$ cat src/vhpa_regs.vh
`ifndef VHPA_REGS_VH
`define VHPA_REGS_VH

// ----------------------------------------
// Port offsets on the low address byte
// ----------------------------------------
`define VHPA_PORT_ATTR_INDEX 8'hc0
`define VHPA_PORT_ATTR_DATA 8'hc1
`define VHPA_PORT_INPUT_STATUS 8'hda
`define VHPA_PORT_PEN_CLEAR 8'hdb
`define VHPA_PORT_PEN_SET 8'hdc

// ----------------------------------------
// Attribute index values
// ----------------------------------------
`define VHPA_IDX_PALETTE_LAST 5'h0f
`define VHPA_IDX_MODE 5'h10
`define VHPA_IDX_BORDER 5'h11
`define VHPA_IDX_PLANE_EN 5'h12
`define VHPA_IDX_PAN 5'h13
`define VHPA_IDX_ALIAS_BIT 5

// ----------------------------------------
// Field positions
// ----------------------------------------
`define VHPA_INDEX_ADDR_MSB 4
`define VHPA_INDEX_SRC_BIT 5
`define VHPA_MODE_GRAPHICS_BIT 0
`define VHPA_STATUS_REFRESH_BIT 0
`define VHPA_STATUS_PEN_BIT 2
`define VHPA_STATUS_HOSTMEM_BIT 3

// ----------------------------------------
// Reset values
// ----------------------------------------
`define VHPA_RST_INDEX 6'h00
`define VHPA_RST_PALETTE 6'h00
`define VHPA_RST_MODE 4'h0
`define VHPA_RST_BORDER 6'h00
`define VHPA_RST_PLANE_EN 4'hf
`define VHPA_RST_PAN 4'h0

// ----------------------------------------
// Timing counts in clock cycles
// ----------------------------------------
`define VHPA_CHAR_CYCLES 4'h8
`define VHPA_LATCH_SLOT 4'h1
`define VHPA_LOAD_SLOT 4'h7

`endif

$ cat src/vhpa_host_port.v
`timescale 1ns/100ps
`include "vhpa_regs.vh"

// Contract
// Capture host data on write strobe rise
// Drive data bus only during read strobe
// Ignore register access while decode enable low
// Low address for registers, high only memory
// Read request starts screen RAM read
// Write request starts screen RAM write
// Pen strobe fall latches refresh address
// Address control picks screen bit zero
// Font bank input selects plane-two bank
// Mux enables low in alphanumeric modes
// Display latch strobe on refresh cycles
// Two eight-bit plane address buses
// Pixel load strobe in alphanumeric modes
// Shift load strobe in graphics modes
// Reset is active high
// Attribute port pair, indices 0-F palette
// Indices 10-13 and aliases 30-33
// Index/data toggle, status read resets
// Index bit five selects palette source
module vhpa_host_port (
  input wire i_clk,
  input wire i_rst,
  input wire [7:0] i_host_addr_low,
  input wire [8:0] i_host_addr_high,
  input wire [7:0] i_host_data_bus,
  output reg [7:0] o_host_data_bus,
  output wire o_host_data_bus_oe,
  input wire i_io_decode_enable,
  input wire i_io_read_strobe_n,
  input wire i_io_write_strobe_n,
  input wire i_vid_mem_read_req_n,
  input wire i_vid_mem_write_req_n,
  input wire i_font_bank_select,
  input wire i_addr_bit0_source_sel,
  input wire i_pen_strobe_n,
  input wire [3:0] i_screen_colour_index,
  output wire o_addr_mux_oe_first_n,
  output wire o_addr_mux_oe_second_n,
  output wire o_display_latch_n,
  output reg [7:0] o_upper_plane_addr,
  output reg [7:0] o_lower_plane_addr,
  output wire o_pixel_load_strobe,
  output wire o_shift_load,
  output wire o_mem_cycle_active,
  output wire o_mem_cycle_write,
  output wire o_mem_cycle_done,
  output reg [15:0] o_pen_addr,
  output reg [5:0] o_palette_colour,
  output reg [3:0] o_pixel_pan
);

  // ----------------------------------------
  // Strobe edges
  // ----------------------------------------
  wire wr_rise;
  wire rd_fall;
  wire pen_fall;

  vhpa_edge #(.RISING(1'b1), .IDLE(1'b1)) u_wr_edge (
    .i_clk(i_clk),
    .i_rst(i_rst),
    .i_level(i_io_write_strobe_n),
    .o_edge(wr_rise)
  );

  vhpa_edge #(.RISING(1'b0), .IDLE(1'b1)) u_rd_edge (
    .i_clk(i_clk),
    .i_rst(i_rst),
    .i_level(i_io_read_strobe_n),
    .o_edge(rd_fall)
  );

  vhpa_edge #(.RISING(1'b0), .IDLE(1'b1)) u_pen_edge (
    .i_clk(i_clk),
    .i_rst(i_rst),
    .i_level(i_pen_strobe_n),
    .o_edge(pen_fall)
  );

  // ----------------------------------------
  // Address decode
  // ----------------------------------------
  // Upper address lines never enter this decode
  wire hit_index = i_io_decode_enable && (i_host_addr_low == `VHPA_PORT_ATTR_INDEX);
  wire hit_data = i_io_decode_enable && (i_host_addr_low == `VHPA_PORT_ATTR_DATA);
  wire hit_status = i_io_decode_enable && (i_host_addr_low == `VHPA_PORT_INPUT_STATUS);
  wire hit_pen_clr = i_io_decode_enable && (i_host_addr_low == `VHPA_PORT_PEN_CLEAR);
  wire hit_pen_set = i_io_decode_enable && (i_host_addr_low == `VHPA_PORT_PEN_SET);
  wire hit_any_read = hit_index || hit_data || hit_status;

  // ----------------------------------------
  // Attribute registers
  // ----------------------------------------
  reg data_phase_r;
  reg [5:0] index_r;
  reg [5:0] palette_r [0:15];
  reg [3:0] mode_r;
  reg [5:0] border_r;
  reg [3:0] plane_en_r;
  reg [3:0] pan_r;
  reg sel_palette;
  reg sel_mode;
  reg sel_border;
  reg sel_plane_en;
  reg sel_pan;
  integer k;

  wire [4:0] index_addr = index_r[`VHPA_INDEX_ADDR_MSB:0];
  wire screen_source = index_r[`VHPA_INDEX_SRC_BIT];
  wire graphics_mode = mode_r[`VHPA_MODE_GRAPHICS_BIT];

  always @* begin
    sel_palette = (index_addr <= `VHPA_IDX_PALETTE_LAST);
    // Bit five doubles as the alias bit for 30-33
    sel_mode = (index_addr == `VHPA_IDX_MODE);
    sel_border = (index_addr == `VHPA_IDX_BORDER);
    sel_plane_en = (index_addr == `VHPA_IDX_PLANE_EN);
    sel_pan = (index_addr == `VHPA_IDX_PAN);
  end

  wire wr_index = wr_rise && (hit_index || hit_data) && !data_phase_r;
  wire wr_data = wr_rise && (hit_index || hit_data) && data_phase_r;

  always @(posedge i_clk or posedge i_rst) begin
    if (i_rst) begin
      data_phase_r <= 1'b0;
      index_r <= `VHPA_RST_INDEX;
      mode_r <= `VHPA_RST_MODE;
      border_r <= `VHPA_RST_BORDER;
      plane_en_r <= `VHPA_RST_PLANE_EN;
      pan_r <= `VHPA_RST_PAN;
      for (k = 0; k < 16; k = k + 1) begin
        palette_r[k] <= `VHPA_RST_PALETTE;
      end
    end else begin
      if (rd_fall && hit_status) begin
        data_phase_r <= 1'b0;
      end else if (wr_index || wr_data) begin
        data_phase_r <= ~data_phase_r;
      end
      if (wr_index) begin
        index_r <= i_host_data_bus[5:0];
      end
      if (wr_data) begin
        // Host palette loads only while the screen is off the palette
        if (sel_palette && !screen_source) begin
          palette_r[index_addr[3:0]] <= i_host_data_bus[5:0];
        end
        if (sel_mode) begin
          mode_r <= i_host_data_bus[3:0];
        end
        if (sel_border) begin
          border_r <= i_host_data_bus[5:0];
        end
        if (sel_plane_en) begin
          plane_en_r <= i_host_data_bus[3:0];
        end
        if (sel_pan) begin
          pan_r <= i_host_data_bus[3:0];
        end
      end
    end
  end

  // ----------------------------------------
  // Display refresh slots
  // ----------------------------------------
  reg [3:0] slot_r;
  reg [15:0] refresh_addr_r;

  // Refresh address advances once per character period
  wire slot_end = (slot_r == (`VHPA_CHAR_CYCLES - 4'h1));
  wire refresh_slot = (slot_r == 4'h0);

  always @(posedge i_clk or posedge i_rst) begin
    if (i_rst) begin
      slot_r <= 4'h0;
      refresh_addr_r <= 16'h0000;
    end else begin
      slot_r <= slot_end ? 4'h0 : slot_r + 4'h1;
      if (slot_end) begin
        refresh_addr_r <= refresh_addr_r + 16'h0001;
      end
    end
  end

  assign o_display_latch_n = ~(slot_r == `VHPA_LATCH_SLOT);
  wire load_slot = (slot_r == `VHPA_LOAD_SLOT);
  assign o_pixel_load_strobe = ~(load_slot && !graphics_mode);
  assign o_shift_load = ~(load_slot && graphics_mode);

  // ----------------------------------------
  // Host screen memory cycles
  // ----------------------------------------
  wire rd_req = ~i_vid_mem_read_req_n;
  wire wr_req = ~i_vid_mem_write_req_n;
  wire seq_busy;
  wire seq_col;
  reg req_seen_r;
  reg [16:0] host_addr_r;

  // A held request starts one cycle only; none starts in the refresh slot
  wire mem_start = (rd_req || wr_req) && !req_seen_r && !seq_busy && !refresh_slot;

  // Both requests low count as a write
  vhpa_mem_seq u_mem_seq (
    .i_clk(i_clk),
    .i_rst(i_rst),
    .i_start(mem_start),
    .i_write(wr_req),
    .o_busy(seq_busy),
    .o_col_phase(seq_col),
    .o_write(o_mem_cycle_write),
    .o_done(o_mem_cycle_done)
  );

  always @(posedge i_clk or posedge i_rst) begin
    if (i_rst) begin
      req_seen_r <= 1'b0;
      host_addr_r <= 17'h00000;
    end else begin
      if (!rd_req && !wr_req) begin
        req_seen_r <= 1'b0;
      end else if (mem_start) begin
        req_seen_r <= 1'b1;
      end
      if (mem_start) begin
        host_addr_r <= {i_host_addr_high, i_host_addr_low};
      end
    end
  end

  assign o_mem_cycle_active = seq_busy;

  // Bit zero comes from A0 or, for chained planes, from A16
  wire host_bit0 = i_addr_bit0_source_sel ? host_addr_r[0] : host_addr_r[16];
  wire [7:0] host_row = {host_addr_r[7:1], host_bit0};
  wire [7:0] host_col = host_addr_r[15:8];
  wire [7:0] ref_row = refresh_addr_r[7:0];
  wire [7:0] ref_col = refresh_addr_r[15:8];
  wire alpha_refresh = !seq_busy && !graphics_mode;

  always @(posedge i_clk or posedge i_rst) begin
    if (i_rst) begin
      o_lower_plane_addr <= 8'h00;
      o_upper_plane_addr <= 8'h00;
    end else begin
      if (seq_busy) begin
        o_lower_plane_addr <= seq_col ? host_col : host_row;
        o_upper_plane_addr <= seq_col ? host_col : host_row;
      end else begin
        o_lower_plane_addr <= slot_r[0] ? ref_col : ref_row;
        // Font plane bank steers the top plane-two address bit
        o_upper_plane_addr <= slot_r[0] ? {i_font_bank_select, ref_col[6:0]} : ref_row;
      end
    end
  end

  // External latches own the plane 2/3 bus during text refresh
  assign o_addr_mux_oe_first_n = ~alpha_refresh;
  assign o_addr_mux_oe_second_n = ~alpha_refresh;

  // ----------------------------------------
  // Light pen latch
  // ----------------------------------------
  reg pen_held_r;

  always @(posedge i_clk or posedge i_rst) begin
    if (i_rst) begin
      pen_held_r <= 1'b0;
      o_pen_addr <= 16'h0000;
    end else begin
      // Set wins over a clear in the same cycle
      if ((pen_fall || (wr_rise && hit_pen_set)) && (!pen_held_r || (wr_rise && hit_pen_clr))) begin
        pen_held_r <= 1'b1;
        o_pen_addr <= refresh_addr_r;
      end else if (wr_rise && hit_pen_clr) begin
        pen_held_r <= 1'b0;
      end
    end
  end

  // ----------------------------------------
  // Palette lookup
  // ----------------------------------------
  // Disabled planes force their index bit to zero
  wire [3:0] masked_index = i_screen_colour_index & plane_en_r;

  always @(posedge i_clk or posedge i_rst) begin
    if (i_rst) begin
      o_palette_colour <= 6'h00;
      o_pixel_pan <= 4'h0;
    end else begin
      // While the host owns the palette the screen shows border
      o_palette_colour <= screen_source ? palette_r[masked_index] : border_r;
      o_pixel_pan <= pan_r;
    end
  end

  // ----------------------------------------
  // Host read data
  // ----------------------------------------
  reg [7:0] rd_mux;

  always @* begin
    rd_mux = 8'h00;
    if (hit_index) begin
      rd_mux = {2'b00, index_r};
    end else if (hit_data) begin
      // Mode control is write-only and reads as zero
      if (sel_palette) begin
        rd_mux = {2'b00, palette_r[index_addr[3:0]]};
      end else if (sel_border) begin
        rd_mux = {2'b00, border_r};
      end else if (sel_plane_en) begin
        rd_mux = {4'h0, plane_en_r};
      end else if (sel_pan) begin
        rd_mux = {4'h0, pan_r};
      end
    end else if (hit_status) begin
      rd_mux[`VHPA_STATUS_REFRESH_BIT] = refresh_slot;
      rd_mux[`VHPA_STATUS_PEN_BIT] = pen_held_r;
      rd_mux[`VHPA_STATUS_HOSTMEM_BIT] = seq_busy;
    end
  end

  // Data lags the strobe by one cycle; enable is immediate
  always @(posedge i_clk or posedge i_rst) begin
    if (i_rst) begin
      o_host_data_bus <= 8'h00;
    end else begin
      o_host_data_bus <= rd_mux;
    end
  end

  assign o_host_data_bus_oe = ~i_io_read_strobe_n && hit_any_read;

endmodule // vhpa_host_port

$ cat src/vhpa_edge.v
`timescale 1ns/100ps

module vhpa_edge #(
  parameter RISING = 1'b1,
  parameter IDLE = 1'b1
) (
  input wire i_clk,
  input wire i_rst,
  input wire i_level,
  output wire o_edge
);

  reg prev_r;

  always @(posedge i_clk or posedge i_rst) begin
    if (i_rst) begin
      prev_r <= IDLE;
    end else begin
      prev_r <= i_level;
    end
  end

  assign o_edge = RISING ? (i_level & ~prev_r) : (~i_level & prev_r);

endmodule // vhpa_edge

$ cat src/vhpa_mem_seq.v
`timescale 1ns/100ps

module vhpa_mem_seq (
  input wire i_clk,
  input wire i_rst,
  input wire i_start,
  input wire i_write,
  output wire o_busy,
  output wire o_col_phase,
  output reg o_write,
  output wire o_done
);

  localparam [1:0] ST_IDLE = 2'b00;
  localparam [1:0] ST_ROW = 2'b01;
  localparam [1:0] ST_COL = 2'b10;
  localparam [1:0] ST_DONE = 2'b11;

  reg [1:0] state_r;
  reg [1:0] state_nxt;

  always @* begin
    state_nxt = state_r;
    case (state_r)
      ST_IDLE: begin
        if (i_start) begin
          state_nxt = ST_ROW;
        end
      end
      ST_ROW: state_nxt = ST_COL;
      ST_COL: state_nxt = ST_DONE;
      default: state_nxt = ST_IDLE;
    endcase
  end

  always @(posedge i_clk or posedge i_rst) begin
    if (i_rst) begin
      state_r <= ST_IDLE;
      o_write <= 1'b0;
    end else begin
      state_r <= state_nxt;
      if (state_r == ST_IDLE && i_start) begin
        o_write <= i_write;
      end
    end
  end

  assign o_busy = (state_r != ST_IDLE);
  assign o_col_phase = (state_r == ST_COL) || (state_r == ST_DONE);
  assign o_done = (state_r == ST_DONE);

endmodule // vhpa_mem_seq

$ cat config.mk
export PLATFORM = sky130hd
export DESIGN_NAME = vhpa_host_port
export DESIGN_NICKNAME = d
export VERILOG_FILES = /design/src/vhpa_host_port.v /design/src/vhpa_edge.v /design/src/vhpa_mem_seq.v
export VERILOG_INCLUDE_DIRS = /design/src
export SDC_FILE = /design/constraint.sdc
export NUM_CORES = 1
export LEC_CHECK = 0
export BUFFER_PORTS_ARGS = -buffer_cell sky130_fd_sc_hd__buf_2
export CAP_MARGIN = 10
export CORE_UTILIZATION = 41
export DETAILED_ROUTE_END_ITERATION = 7
export SLEW_MARGIN = 10
export SYNTH_ARGS = -nofsm -noshare
export SYNTH_HDL_FRONTEND = slang
export SYNTH_SLANG_ARGS = --single-unit
$ cat constraint.sdc
create_clock -name i_clk -period 14.1 [get_ports i_clk]
set_input_delay 1.41 -clock i_clk [delete_from_list [all_inputs] [get_ports i_clk]]
set_output_delay 1.41 -clock i_clk [all_outputs]
set_load 0.02 [all_outputs]
# == Yosys cells after proc, flatten, opt, wreduce, memory -nomap -nowiden ==
# Cells that the tools add are included.
# totals
regBits,213
inputBits,39
# classes
n_addsub,2
order_cmp,4
n_eq_ne,15
n_mux,36
bitwise,16
n_reduce_logical,48
# op_table
operator,count
bitwise mux 96 bit,1
binary-select mux 6 bit (select 4 bit),2
two-way mux 6 bit,8
two-way mux 8 bit,6
"equality test 8 bit, second input constant",5
demux 6 bit (select 4 bit),1
logical AND 1 bit,23
"equality test 5 bit, second input constant",4
"adder 16 x 1 -> 16 bit, second input constant",1
two-way mux 4 bit,4
"greater-or-equal comparator 5 bit, second input constant",2
two-way mux 1 bit,10
NOT 1 bit,10
NOT 4 -> 5 bit,2
AND reduction 2 bit,5
nonzero test 2 bit,4
zero test 1 bit,7
logical OR 1 bit,7
two-way mux 2 bit,3
case mux 2 bit (3 select lines),1
"less-or-equal comparator 5 x 4 -> 1 bit, second input constant",1
"less-than comparator 5 x 1 -> 1 bit, second input constant",1
"adder 4 x 1 -> 4 bit, second input constant",1
bitwise AND 4 bit,1
8 further kinds,11

# == Longest topological paths before layout ==
# depth
word_depth,8
ltp_mapped,8
mapped_depth_nobuf,7

# == Hierarchy ==
# From an unflattened synthesis, not the netlist that was laid out.
# unflattened
hier_cells,759
area_unflattened_um2,10196.0
# modules_own_cells
module,instances,cells_each,area_each_um2,seq_area_each_um2
vhpa_host_port,1,732,9878.2,4959.8
vhpa_mem_seq,1,18,186.4,75.1
vhpa_edge,3,3,43.8,26.3

# == Least setup slack after synthesis ==
# No wires, ideal clock.
# synth_path
path_kind,input to output
from,in i_host_addr_low[1]
to,out o_host_data_bus_oe
t_arrival_ps,2736
required_time_ps,12690
path_slack_ps,9954
stages,4
n_path_buf,1
path_cell_list,or4_1 > or3_1 > buf_2 > a21oi_1
# synth_between
elab_chain_cells,5
elab_cells_between_ends,9
cone_classes,eq/ne: 3; reduce/logical: 6
# synth_rtl
item,line,source
from (decl),vhpa_host_port.v:27,"input wire [7:0] i_host_addr_low,"
equality test 8 bit (no source line),--,
"logical AND 1 bit, on equally long branches","vhpa_host_port.v:88, vhpa_host_port.v:89",
logical OR 1 bit,vhpa_host_port.v:93,wire hit_any_read = hit_index || hit_data || hit_status;
logical OR 1 bit *,vhpa_host_port.v:93,
logical AND 1 bit *,vhpa_host_port.v:340,assign o_host_data_bus_oe = ~i_io_read_strobe_n && hit_any_read;
to (decl),vhpa_host_port.v:31,"output wire o_host_data_bus_oe,"
# Mark *: on every way between the ends. The rest lies on a longest branch, timed or not.

# == Final worst setup path ==
# Same ends and word-level chain as after synthesis.

==> summary by stage <==
Run status
The run finished with clean final reports.

Pwr
The maximum ir drop on the vdd rail is 0.101 mV. Summed over all cells, the static leakage comes to 5.47 nW. The proportion of power drawn by the clock network is 41.6%. The internal cell power is 1.12 mW. Of the total power, combinational logic draws 15.6%. The total power divided by cell area is 135 mW/mm². The net load switching power is 405 µW. In this run switching power makes up 26.5% of total power. The share of total power in sequential cells is 42.9%.

Detailed routing
In the routed design, unresolved DRC markers number 0. After the first detailed-routing iteration, the DRC count stood at 396. After detailed routing, the total wire length is 23900 µm.

The first detailed-routing pass ran for 4 iterations. The count of nets left with antenna violations once routing finished came out at 0. The total via count after detailed routing is 6224. After detailed routing, the number of vias per cell comes to 5.45. The post-detailed-route wirelength per cell is 21.0 µm.

Global routing
The first global-routing pass estimated 37300 µm of wire. The global-route congestion overflow total is 0. The number of antenna violations at the first check in global routing is 0. For this run, the total global-route usage over all layers was measured as 20.3%. The number of global-route vias before repair was 6448. The largest net degree at the start of global routing is 130.

Timing
Static timing analysis puts the maximum clock frequency at 232 MHz. The worst hold-check slack is 397 ps. The max-slew headroom at the worst pin is 35.1%. For the pin with the worst max-slew slack, the measured transition is 971 ps. The setup TNS is 0 ps.

Setup violations remaining at the end of the flow were counted as 0. Setup repair after global routing left no endpoint under its margin. The count of endpoints failing hold in the final timing report is 0. The ratio of final minimum period to clock period is 30.6%. The worst path needs 4310 ps of the cycle, external delays included. The maximum clock skew at final layout is 11.6 ps.

The max-slew violation count is 0.

Cells and area
For this run, the post-layout net count is 853. Counting the fill cells in the layout gives 2112. The most common cell after layout, fill and taps aside is sky130_fd_sc_hd__dfrtp_1. Leaving out fill and tap cells, the most frequent cells in the layout are sky130_fd_sc_hd__dfrtp_1, sky130_fd_sc_hd__mux2_2, sky130_fd_sc_hd__buf_2. 0 antenna diodes ended up in the layout. Once layout is complete, the cells apart from fillers number 1143.

The share of final-layout standard cells stronger than drive strength 1 is 42.8%. The area overhead of the layout relative to synthesis is 15.5%.

Job
The number of maximum-capacitance constraint violations is 0.

Synthesis
The cell count after synthesis came out at 726. The number of flops mapped to enable cells by yosys is 0. The synthesized netlist occupies a cell area of 0.00982 mm². Synthesis inferred 204 register bits. After synthesis, flip-flops and latches occupy 52.1% of the total area. Yosys printed 0 warnings. The synthesized area per cell is 13.5 µm².

The most used flip-flop cell after synthesis is sky130_fd_sc_hd__dfrtp_1. The netlist uses 52 different library cells. For this run, asynchronously set or reset flops after synthesis account for 100%.

Placement
After detailed placement, the design holds a cell count of 1100. The last weighted congestion value of the routability-driven placer is 0.803. Summed over all nets, the half-perimeter wirelength after detailed placement is 16100 µm. In this run the tool buffered the top-level ports with 93 buffer cells.

Floorplan
The initial core utilization is 41.8%. The die extent in x is 157 µm. The vertical die dimension is 157 µm. The floorplan has 56 rows. After floorplanning, the core was sized to cover 0.0235 mm². The number of I/O pins is 98. The die covers 0.0246 mm².

CTS
The total number of clock tree sinks is 204. The maximum count of clock buffers along a single path is 3. The clock reaches the later pin of the worst-skew pair after 520 ps. The count of buffers added by post-CTS timing repair for setup is 0. The buffer type at the clock tree root is sky130_fd_sc_hd__clkbuf_16. After clock tree synthesis, the repair step resized 0 gates. CTS built an H-tree with a depth of 1.

Buffers inserted to repair hold after CTS numbered 0. Clock-pin slew was measured on the worst setup and hold paths at 60 ps. The clock buffer count from CTS is 24.

TritonCTS built the clock tree.

Critical path
The critical path startpoint category is an input port. STA classifies the critical path endpoint as an output port. The critical path is of the input port to output port type. Data arrives at the worst endpoint at 2900 ps. The most frequent cell on the critical path is sky130_fd_sc_hd__buf_2.

The signal on the critical path passes through buf_2 > or4_1 > or3_1 > a21oi_1 > buf_2. The required arrival time at the worst endpoint is 12690 ps. In this run the worst path has a maximum fanout of 9. The worst register-to-register path has a depth of 5. The largest single stage delay on the critical path is 540 ps. The slowest cell on the critical path is sky130_fd_sc_hd__or4_1.

Min path
The worst hold path cell count is 0. The worst min-delay path class is flop to flop.
## synth_stat cells (all sizes together), types with 3 or more instances
library cell | number | area (µm²)
nand3 | 15 | 75.1
mux2 | 150 | 1690
nor2b | 12 | 75.1
dfrtp | 197 | 4930
o221ai | 6 | 52.6
and3 | 5 | 31.3
nor2 | 25 | 93.8
mux4 | 46 | 1040
xnor2 | 9 | 78.8
dfstp | 7 | 184
o21ai | 11 | 55.1
a22oi | 8 | 60.1
nand2 | 57 | 214
nand2b | 7 | 43.8
nand4 | 6 | 37.5
inv | 18 | 67.6
xor2 | 7 | 61.3
a211oi | 8 | 60.1
a21oi | 14 | 70.1
buf | 20 | 131
clkbuf | 26 | 97.6
a31oi | 4 | 25.0
nor3 | 7 | 78.8
o22ai | 3 | 18.8
mux2i | 23 | 230
ha | 7 | 87.6
## stage by stage
stage	total power [mW]	setup WS, ps	cell area [µm²]	utilization [%]
5_1_grt	1.60	9700	11300	48.3
3_5_place_dp	0.908	9810	10500	44.8
6_report	1.53	9790	11300	48.3
3_3_place_gp	0.904	9790	10500	44.8
2_1_floorplan	0.848	7130	9820	-
4_1_cts	1.55	9800	11300	48.3
## cells by family (layout without fill, tap and decap cells)
kind of cell	after synthesis	after routing	synth area share, %
buffers and inverters	64	161	3.02
AOI/OAI and AO/OA	67	67	4.68
and+or+nand+nor	148	148	7.77
adders and majority gates	7	7	0.892
muxes	219	219	30.1
other	1	2	0.0382
DFF	204	204	52.1
xor gates and xnor gates	16	16	1.43
## cell type report
cell class | instances | area, µm² | area share, %
flip-flops and latches | 204 | 5110 | 45.1
multi-input cells | 459 | 4410 | 38.9
clock buffers | 33 | 696 | 6.13
repair buffers | 100 | 518 | 4.57
well taps | 319 | 399 | 3.52
clock inverters | 10 | 129 | 1.14
inverters | 18 | 75.1 | 0.662
## layer usage
metal	share of wire, %	routed length [µm]	vias to the layer above	global-route usage [%]
met5	0	0	-	0
met4	2.2	534	0	6.35
met3	5.7	1360	40	3.02
met2	49	11600	177	33.8
met1	44	10400	3171	27.1
li1	-	-	2836	-
## flip-flops by register name, indices dropped and copies added (netlist names), 6 cells and up
register            flops
palette_r              96
host_addr_r            17
o_pen_addr             16
refresh_addr_r         16
o_lower_plane_addr      8
border_r                6
index_r                 6
o_host_data_bus         6
o_palette_colour        6
## power groups by stage
stage | clock, mW | combinational, mW | sequential, mW
after floorplan | 0 | 0.169 | 0.679
after global placement | 0 | 0.240 | 0.663
after detailed placement | 0 | 0.243 | 0.665
after CTS | 0.653 | 0.243 | 0.655
after global routing | 0.677 | 0.265 | 0.660
final | 0.635 | 0.238 | 0.655
## critical path, delay by kind of cell
family          cells  cell delay, ps
simple gates        2            1010
compound gates      1             170
buf+inv             2             310
## final timing paths
| check | start | endpoint | slack [ps] |
|---|---|---|---|
| setup / recovery | i_host_addr_low[1] | o_host_data_bus_oe | 9790 |
| hold / removal | pan_r[0] | o_pixel_pan[0] | 400 |
| setup reg to reg | index_r[5] | palette_r[28] | 11090 |
| hold reg to reg | pan_r[0] | o_pixel_pan[0] | 400 |
| max in group asynchronous | i_rst | palette_r[93] | 11530 |
| min in group asynchronous | i_rst | u_mem_seq.o_write | 1070 |
No activity file was read; power rests on OpenSTA's default activity.
